$ cat config.mk
export PLATFORM = sky130hd
export DESIGN_NAME = vin_fault_supervisor
export DESIGN_NICKNAME = d
export VERILOG_FILES = /design/src/vin_sup_pkg.sv /design/src/vin_fault_supervisor.sv /design/src/limit_regs.sv /design/src/unit_timer.sv
export SDC_FILE = /design/constraint.sdc
export NUM_CORES = 1
export LEC_CHECK = 0
export BUFFER_PORTS_ARGS = -buffer_cell sky130_fd_sc_hd__buf_2
export CORE_MARGIN = 4
export CORE_UTILIZATION = 29
export DETAILED_ROUTE_END_ITERATION = 10
export PLACE_DENSITY = 0.57
export REMOVE_ABC_BUFFERS = 1
export SYNTH_ARGS = -nofsm -noshare
export SYNTH_HDL_FRONTEND = slang
export SYNTH_SLANG_ARGS = --single-unit
$ cat constraint.sdc
create_clock -name clk_sys -period 5.8 [get_ports clk_sys]
set_input_delay 1.16 -clock clk_sys [delete_from_list [all_inputs] [get_ports clk_sys]]
set_output_delay 1.16 -clock clk_sys [all_outputs]
set_load 0.005 [all_outputs]
$ cat src/vin_sup_pkg.sv
package vin_sup_pkg;
	// ==================================================
	// command codes
	localparam logic [7:0] CMD_OV_WARN = 8'h57;
	localparam logic [7:0] CMD_UV_WARN = 8'h58;
	localparam logic [7:0] CMD_UV_FAULT = 8'h59;
	localparam logic [7:0] CMD_UV_ACTION = 8'h5a;
	localparam logic [7:0] CMD_PG_ON = 8'h5e;
	localparam logic [7:0] CMD_PG_OFF = 8'h5f;
	// ==================================================
	// reset values
	localparam logic [15:0] RST_OV_WARN = 16'hffff;
	localparam logic [15:0] RST_UV_WARN = 16'h0000;
	localparam logic [15:0] RST_UV_FAULT = 16'h0000;
	localparam logic [7:0] RST_UV_ACTION = 8'h00;
	localparam logic [15:0] RST_PG_ON = 16'h0000;
	localparam logic [15:0] RST_PG_OFF = 16'h0000;
	// ==================================================
	// action field layout
	localparam int RESP_HI = 7;
	localparam int RESP_LO = 6;
	localparam int RETRY_HI = 5;
	localparam int RETRY_LO = 3;
	localparam int DLY_HI = 2;
	localparam int DLY_LO = 0;
	localparam logic [1:0] RESP_IGNORE = 2'h0;
	localparam logic [1:0] RESP_DELAY = 2'h1;
	localparam logic [1:0] RESP_RETRY = 2'h2;
	localparam logic [1:0] RESP_LATCH = 2'h3;
	localparam logic [2:0] RETRY_NONE = 3'h0;
	localparam logic [2:0] RETRY_FOREVER = 3'h7;
	localparam int TICK_W = 16;
	localparam int MULT_W = 8;
	localparam int CNT_W = TICK_W + MULT_W;

	// ==================================================
	// carriers
	typedef struct packed {
		logic wr;
		logic rd;
		logic [7:0] cmd;
		logic [15:0] wdata;
	} cmd_req_t;

	typedef struct packed {
		logic [15:0] ov_warn;
		logic [15:0] uv_warn;
		logic [15:0] uv_fault;
		logic [7:0] uv_action;
		logic [15:0] pg_on;
		logic [15:0] pg_off;
	} limits_t;

	typedef enum logic [2:0] {
		ST_RUN, ST_GRACE, ST_WAIT, ST_RESTART, ST_LATCHED
	} fault_state_t;

	// 2 to the power of the delay field
	function automatic logic [MULT_W-1:0] dly_mult(input logic [2:0] f);
		dly_mult = MULT_W'(1) << f;
	endfunction : dly_mult
endpackage : vin_sup_pkg

$ cat src/vin_fault_supervisor.sv
`timescale 1ns/1ps
// Functional notes
// - An input over-voltage warning limit is held and compared with vin.
// - The under-voltage warning limit also drives the ratio threshold.
// - Below the under-voltage fault limit the programmed action applies.
// - Action code 00 keeps the output running through the fault.
// - Code 01 runs for the delay, then follows the retry field if the fault persists.
// - Code 10 disables the output at once and follows the retry field.
// - Code 11 latches off until a clear, reset, off-on cycle or other_fault.
// - Retry code 000 makes no restart and stays off until cleared.
// - Retry codes 1 to 6 allow that many restarts, then latch off.
// - Restart attempts start one delay interval apart.
// - Retry code 111 restarts without limit until turned off.
// - The delay field selects a multiplier of two to the field value.
// - The time base comes from a separate time-unit input.
// - Power good asserts when vout is at or above the on threshold.
// - Below the off threshold power good drops and its status sets.
module vin_fault_supervisor
	import vin_sup_pkg::*;
(
	// clock and reset
	input wire logic clk_sys,
	input wire logic nrst,
	// command port from the bus front end
	input cmd_req_t req,
	output logic [15:0] rdata,
	output logic rvalid,
	// measured values (same clock domain)
	input wire logic [15:0] vin,
	input wire logic [15:0] vout,
	// time base from the time-unit register
	input wire logic [TICK_W-1:0] unit_cycles,
	// options
	input wire logic ratio_reg_enable,
	input wire logic pg_pin_enable,
	// control pin, raw
	input wire logic ctrl_pin,
	input wire logic on_cmd,
	// fault clearing
	input wire logic clear_faults,
	input wire logic clear_uv_fault_bit,
	input wire logic other_fault,
	// outputs
	output logic output_enable,
	output logic output_good_signal,
	output logic ratio_mode_active,
	output logic ov_warn_flag,
	output logic uv_warn_flag,
	output logic uv_fault_flag,
	output logic pg_status_flag,
	output logic latched_off
);
	// ==================================================
	// state
	typedef struct packed {
		logic [1:0] ctrl_sync;
		logic on_prev;
		fault_state_t fsm;
		logic [2:0] tries;
		logic ov_warn;
		logic uv_warn;
		logic uv_fault;
		logic pg;
		logic pg_stat;
		logic ratio;
	} st_t;
	st_t st_ff;
	st_t nxt_st;

	limits_t lim;
	logic tmr_start;
	logic tmr_done;
	logic turned_on;
	logic is_on;
	logic vin_ov;
	logic vin_uv_w;
	logic vin_uv_f;
	logic [1:0] resp;
	logic [2:0] retry;
	logic clear_ev;

	// ==================================================
	// submodules
	limit_regs u_regs (
		.clk_sys(clk_sys),
		.nrst(nrst),
		.req(req),
		.rdata(rdata),
		.rvalid(rvalid),
		.lim(lim)
	);

	unit_timer u_tmr (
		.clk_sys(clk_sys),
		.nrst(nrst),
		.start(tmr_start),
		.unit_cycles(unit_cycles),
		.dly_field(lim.uv_action[DLY_HI:DLY_LO]),
		.done(tmr_done)
	);

	// ==================================================
	// comparisons
	assign vin_ov = vin > lim.ov_warn;
	assign vin_uv_w = vin < lim.uv_warn;
	assign vin_uv_f = vin < lim.uv_fault;
	assign resp = lim.uv_action[RESP_HI:RESP_LO];
	assign retry = lim.uv_action[RETRY_HI:RETRY_LO];
	assign is_on = st_ff.ctrl_sync[1] & on_cmd;
	assign turned_on = is_on & ~st_ff.on_prev;

	// ==================================================
	// next state
	always_comb begin
		nxt_st = st_ff;
		tmr_start = 1'b0;
		nxt_st.ctrl_sync = {st_ff.ctrl_sync[0], ctrl_pin};
		nxt_st.on_prev = is_on;
		// warning flags, set wins over clear
		if (clear_faults) begin
			nxt_st.ov_warn = 1'b0;
			nxt_st.uv_warn = 1'b0;
			nxt_st.pg_stat = 1'b0;
		end
		if (vin_ov) begin
			nxt_st.ov_warn = 1'b1;
		end
		if (vin_uv_w) begin
			nxt_st.uv_warn = 1'b1;
		end
		nxt_st.ratio = ratio_reg_enable & ~vin_uv_w;
		// power good hysteresis
		if (vout >= lim.pg_on) begin
			nxt_st.pg = 1'b1;
		end else if (vout < lim.pg_off) begin
			nxt_st.pg = 1'b0;
			nxt_st.pg_stat = 1'b1;
		end
		// fault flag clear, set wins
		clear_ev = clear_faults | clear_uv_fault_bit | turned_on;
		if (clear_ev) begin
			nxt_st.uv_fault = 1'b0;
		end
		if (vin_uv_f) begin
			nxt_st.uv_fault = 1'b1;
		end
		// fault response machine
		if (!is_on || other_fault) begin
			nxt_st.fsm = ST_RUN;
			nxt_st.tries = 3'h0;
		end else begin
			case (st_ff.fsm)
				ST_RUN: begin
					if (vin_uv_f) begin
						case (resp)
							RESP_IGNORE: nxt_st.fsm = ST_RUN;
							RESP_DELAY: begin
								nxt_st.fsm = ST_GRACE;
								tmr_start = 1'b1;
							end
							RESP_RETRY: begin
								if (retry == RETRY_NONE) begin
									nxt_st.fsm = ST_LATCHED;
								end else begin
									nxt_st.fsm = ST_WAIT;
									tmr_start = 1'b1;
								end
							end
							default: nxt_st.fsm = ST_LATCHED;
						endcase
					end
				end
				ST_GRACE: begin
					if (tmr_done) begin
						if (!vin_uv_f) begin
							nxt_st.fsm = ST_RUN;
						end else if (retry == RETRY_NONE) begin
							nxt_st.fsm = ST_LATCHED;
						end else begin
							nxt_st.fsm = ST_WAIT;
							tmr_start = 1'b1;
						end
					end
				end
				ST_WAIT: begin
					if (tmr_done) begin
						if (retry != RETRY_FOREVER && st_ff.tries >= retry) begin
							nxt_st.fsm = ST_LATCHED;
						end else begin
							nxt_st.fsm = ST_RESTART;
							if (retry != RETRY_FOREVER) begin
								nxt_st.tries = st_ff.tries + 3'h1;
							end
							tmr_start = 1'b1;
						end
					end
				end
				ST_RESTART: begin
					if (vin_uv_f) begin
						nxt_st.fsm = ST_WAIT;
					end else if (tmr_done) begin
						nxt_st.fsm = ST_RUN;
						nxt_st.tries = 3'h0;
					end
				end
				ST_LATCHED: begin
					if (clear_faults || clear_uv_fault_bit) begin
						nxt_st.fsm = ST_RUN;
						nxt_st.tries = 3'h0;
					end
				end
				default: nxt_st.fsm = ST_RUN;
			endcase
		end
	end

	always_ff @(posedge clk_sys or negedge nrst) begin
		if (!nrst) begin
			st_ff <= '{ctrl_sync: 2'b00, on_prev: 1'b0, fsm: ST_RUN,
				tries: 3'h0, ov_warn: 1'b0, uv_warn: 1'b0, uv_fault: 1'b0,
				pg: 1'b0, pg_stat: 1'b0, ratio: 1'b0};
		end else begin
			st_ff <= nxt_st;
		end
	end

	// ==================================================
	// outputs
	assign output_enable = is_on && !other_fault
		&& (st_ff.fsm == ST_RUN || st_ff.fsm == ST_GRACE
		|| st_ff.fsm == ST_RESTART);
	assign output_good_signal = pg_pin_enable & st_ff.pg;
	assign ratio_mode_active = st_ff.ratio;
	assign ov_warn_flag = st_ff.ov_warn;
	assign uv_warn_flag = st_ff.uv_warn;
	assign uv_fault_flag = st_ff.uv_fault;
	assign pg_status_flag = st_ff.pg_stat;
	assign latched_off = st_ff.fsm == ST_LATCHED;
endmodule : vin_fault_supervisor

$ cat src/limit_regs.sv
`timescale 1ns/1ps
module limit_regs
	import vin_sup_pkg::*;
(
	// clock and reset
	input wire logic clk_sys,
	input wire logic nrst,
	// command port
	input cmd_req_t req,
	output logic [15:0] rdata,
	output logic rvalid,
	// held limits
	output limits_t lim
);
	typedef struct packed {
		limits_t lim;
		logic [15:0] rdata;
		logic rvalid;
	} st_t;
	st_t st_ff;
	st_t nxt_st;

	// ==================================================
	// write decode and read mux
	always_comb begin
		nxt_st = st_ff;
		nxt_st.rvalid = req.rd;
		if (req.wr) begin
			case (req.cmd)
				CMD_OV_WARN: nxt_st.lim.ov_warn = req.wdata;
				CMD_UV_WARN: nxt_st.lim.uv_warn = req.wdata;
				CMD_UV_FAULT: nxt_st.lim.uv_fault = req.wdata;
				CMD_UV_ACTION: nxt_st.lim.uv_action = req.wdata[7:0];
				CMD_PG_ON: nxt_st.lim.pg_on = req.wdata;
				CMD_PG_OFF: nxt_st.lim.pg_off = req.wdata;
				default: ;
			endcase
		end
		if (req.rd) begin
			case (req.cmd)
				CMD_OV_WARN: nxt_st.rdata = st_ff.lim.ov_warn;
				CMD_UV_WARN: nxt_st.rdata = st_ff.lim.uv_warn;
				CMD_UV_FAULT: nxt_st.rdata = st_ff.lim.uv_fault;
				CMD_UV_ACTION: nxt_st.rdata = {8'h00, st_ff.lim.uv_action};
				CMD_PG_ON: nxt_st.rdata = st_ff.lim.pg_on;
				CMD_PG_OFF: nxt_st.rdata = st_ff.lim.pg_off;
				default: nxt_st.rdata = 16'h0000;
			endcase
		end
	end

	always_ff @(posedge clk_sys or negedge nrst) begin
		if (!nrst) begin
			st_ff <= '{lim: '{RST_OV_WARN, RST_UV_WARN, RST_UV_FAULT,
				RST_UV_ACTION, RST_PG_ON, RST_PG_OFF},
				rdata: 16'h0000, rvalid: 1'b0};
		end else begin
			st_ff <= nxt_st;
		end
	end

	assign lim = st_ff.lim;
	assign rdata = st_ff.rdata;
	assign rvalid = st_ff.rvalid;
endmodule : limit_regs

$ cat src/unit_timer.sv
`timescale 1ns/1ps
module unit_timer
	import vin_sup_pkg::*;
(
	// clock and reset
	input wire logic clk_sys,
	input wire logic nrst,
	// control
	input wire logic start,
	input wire logic [TICK_W-1:0] unit_cycles,
	input wire logic [2:0] dly_field,
	// expiry pulse
	output logic done
);
	typedef struct packed {
		logic busy;
		logic [CNT_W-1:0] cnt;
		logic done;
	} st_t;
	st_t st_ff;
	st_t nxt_st;
	logic [CNT_W-1:0] total;

	// interval is multiplier times time unit, never below one cycle
	always_comb begin
		total = CNT_W'(unit_cycles) * CNT_W'(dly_mult(dly_field));
		if (total == '0) begin
			total = CNT_W'(1);
		end
		nxt_st = st_ff;
		nxt_st.done = 1'b0;
		// owner acts one edge after done, so done rises one cycle early
		if (start) begin
			nxt_st.busy = total > CNT_W'(1);
			nxt_st.cnt = total - CNT_W'(2);
			nxt_st.done = total == CNT_W'(1);
		end else if (st_ff.busy) begin
			if (st_ff.cnt == '0) begin
				nxt_st.busy = 1'b0;
				nxt_st.done = 1'b1;
			end else begin
				nxt_st.cnt = st_ff.cnt - CNT_W'(1);
			end
		end
	end

	always_ff @(posedge clk_sys or negedge nrst) begin
		if (!nrst) begin
			st_ff <= '0;
		end else begin
			st_ff <= nxt_st;
		end
	end

	assign done = st_ff.done;
endmodule : unit_timer

==> out/metrics.csv <==
metric,value,unit
startpoint types,flip-flop,
"top cells by area, synth","dfrtp_1 24%, fa_1 12%, ha_1 12%",
Worst EP required,6.16,ns
CP max FO,7,
clk buf depth,2,
Gate Count Post-Synth,1445,
Yosys warnings,0,
largest net degree at the start of global routing,97,
sequential group share of total power,0.368,
Synth Register Bits,146,
first-pass GRT wire length,59700,um
Pwr Total,3070,uW
hold buffers post-CTS,0,
Post-synth EDFFs,0,
latest clock arrival within the worst-skew pair,0.42,ns
clk_skew,0.0127,ns
cell area after synthesis,13500,sq um
register area,3680,sq um
Hold Path Class,flip-flop to flip-flop,
die area,50200,sq um
Final Cycle Share,0.972,
layout cells sized above 1,0.265,
Die Height,224,um
Synth top cells by count,"190 x inv_1, 131 x ha_1, 130 x dfrtp_1",
P_sw,969,uW
total of max-cap violations,0,
unrepaired setup endpoints after global routing,yes,
max-slew violation count,0,
final-report hold violation count,0,
critical path's slowest cell,fa_1,
starting density of the core,0.296,
post-route setup slack,0.161,ns
Clock Pin Slew Worst Setup and Hold Paths,0.07,ns
Static Leak,0.00804,uW
ys flop type,dfrtp_1,
Synth area leader,dfrtp_1,
ANT nets after route,0,
cell chain of the critical path,buf_6 > nor2_4 > buf_6 > nand2_1 > fa_1 > fa_1 > inv_1 > fa_1 > inv_1 > fa_1 > inv_1 > ha_4 > o211ai_2 > a21o_1 > a211o_4 > a31oi_4 > o21ai_4 > and2_4 > or4b_4 > nor2_1 > o31a_1,
Multi-input gate area,9400,sq um
Comb power frac,0.286,
Synth cell types,72,
port bufs,107,
CTS H-tree lvls,4,
P_int,2100,uW
vias in the first global route,11400,
Root Driver,clkbuf_16,
Worst-Margin Slew,1.24,ns
HPWL Detailed,28900,um
Worst R2R Setup Slack,0.16,ns
Final Util,0.367,
Worst Setup End Kind,flip-flop,
Yosys top cell area share,0.240,
Fmax,177,MHz
Pwr Density,182,nW/um^2
critical path class,flip-flop to flip-flop,
DRC,0,
I/O pins,108,
P&R area growth vs syn,24.1,%
Core ar.,45800,sq um
Vias,11200,
initial antenna violation count,1,
cell repeated most along the worst path,fa_1,
CTS tree,done,
Die Wd,224,um
Slowest Stage Delay on Critical Path,0.55,ns
DR WL/cell,16.3,um
Initial DRC Count,555,
# nets final,1977,
VDD IR max,0.000194,V
most common cell in the netlist,inv_1,
relative slew slack,0.168,
Tot GR Track Use,0.145,
Fillers,4620,
Synth Area per Inst,9.37,sq um
drt pass-1 iters,5,
register area share after synthesis,0.271,
Sw Ratio,0.316,
post-DR vias/cell,4.87,
Post-synth ARST share,1.00,
Place WS,-0.375,ns
final setup violation count,0,
DRT Wirelength,37400,um
Site Rows,78,
min Tclk post-route,5.64,ns
clock network fraction of total power,0.345,
CTS Buf Count,17,
status,completed,
gp weighted congestion,0.861,
GRT overflow,0,
# clock sinks,146,
crit path DAT,5.99,ns
setup TNS,0,ns
-- cells in the final DEF (no fill, tap or decap), drive strengths merged, types with 33 or more instances in the layout --
cell,count
nor3,35
a21oi,71
and2,116
mux2,74
inv,193
dfrtp,130
buf,259
nor2,65
nand2,95
ha,131
xnor2,33
o21ai,62
mux2i,46
fa,84
-- critical path: cells and delay by family (launching register included) --
kind | cells | cell delay (ns)
adder cells (fa/ha/maj) | 5 | 2.39
AO/OA/AOI/OAI | 6 | 1.12
AND/OR/NAND/NOR | 5 | 1.09
flip-flops | 1 | 0.48
buffers and inverters | 5 | 0.48
-- sequential cells by signal, summed over array words and instances, names as in the netlist --
signal             cells
uv_fault_flag          1
pg_status_flag         1
ratio_mode_active      1
uv_warn_flag           1
ov_warn_flag           1
u_regs.rdata          16
u_tmr.done             1
st_ff                  9
u_regs.rvalid          1
u_tmr.st_ff           25
u_regs.lim            88
nxt_st                 1
-- worst paths after layout --
| path | start | to | cells past startpoint |
|---|---|---|---|
| worst max-delay path | u_regs.lim[33]$_DFFE_PN0P_ | u_tmr.st_ff[1]$_DFFE_PN0P_ | 21 |
| worst min-delay path | nxt_st[14]$_DFF_PN0_ | st_ff[14]$_DFF_PN0_ | 0 |
| worst max register to register | u_regs.lim[33]$_DFFE_PN0P_ | u_tmr.st_ff[1]$_DFFE_PN0P_ | 21 |
| worst min register to register | nxt_st[14]$_DFF_PN0_ | st_ff[14]$_DFF_PN0_ | 0 |
| max in group asynchronous | nrst | u_tmr.st_ff[15]$_DFFE_PN0P_ | 2 |
| min in group asynchronous | nrst | u_regs.rdata[15]$_DFFE_PN0P_ | 1 |
-- cell type report --
type	instances	share of cell area
inverters	190	0.0424
clock inverters	10	0.00610
flip-flops and latches	146	0.219
clock buffers	22	0.0270
multi-input cells	1065	0.559
repair buffers	259	0.102
well taps	600	0.0447
diodes	2	0.000298
-- stage by stage --
stage | instances | hold slack, ns | area [sq um]
5_1_grt | 2293 | 0.365 | 16800
3_5_place_dp | 2245 | 0.335 | 15700
6_report | 2294 | 0.347 | 16800
4_1_cts | 2277 | 0.349 | 16300
2_1_floorplan | 1401 | 0.331 | 13400
3_3_place_gp | 2245 | 0.332 | 15700
-- power by group through the flow --
stage                     logic [uW]  clock network (uW)  registers, uW
after global placement           808                   0           1140
after global routing             988                1130           1140
final                            878                1060           1130
after floorplan                  473                   0           1130
after detailed placement         824                   0           1140
after CTS                        830                1090           1130
-- per-layer routing --
metal / global-route usage / share of wire
met5: 0 / 0
met2: 0.264 / 0.51
met4: 0.0300 / 0.012
met1: 0.188 / 0.44
met3: 0.0156 / 0.038
-- timing repair --
action,CTS,global route
setup buffers,0,12
resized for setup,4,86
pin swaps,0,32
gates cloned,0,3
setup endpoints to repair,5,14
hold endpoints to repair,0,0
-- cells by family (layout without fill, tap and decap cells) --
family	Yosys count	in the layout	synth area share
AO/OA/AOI/OAI	249	249	0.120
multiplexers	120	120	0.0955
other	0	2	0
XOR/XNOR	53	53	0.0343
buffers and inverters	234	481	0.0659
adder cells (fa/ha/maj)	215	215	0.245
flip-flops	146	146	0.271
AND/OR/NAND/NOR	428	428	0.168
(Power assumes the default switching activity.)
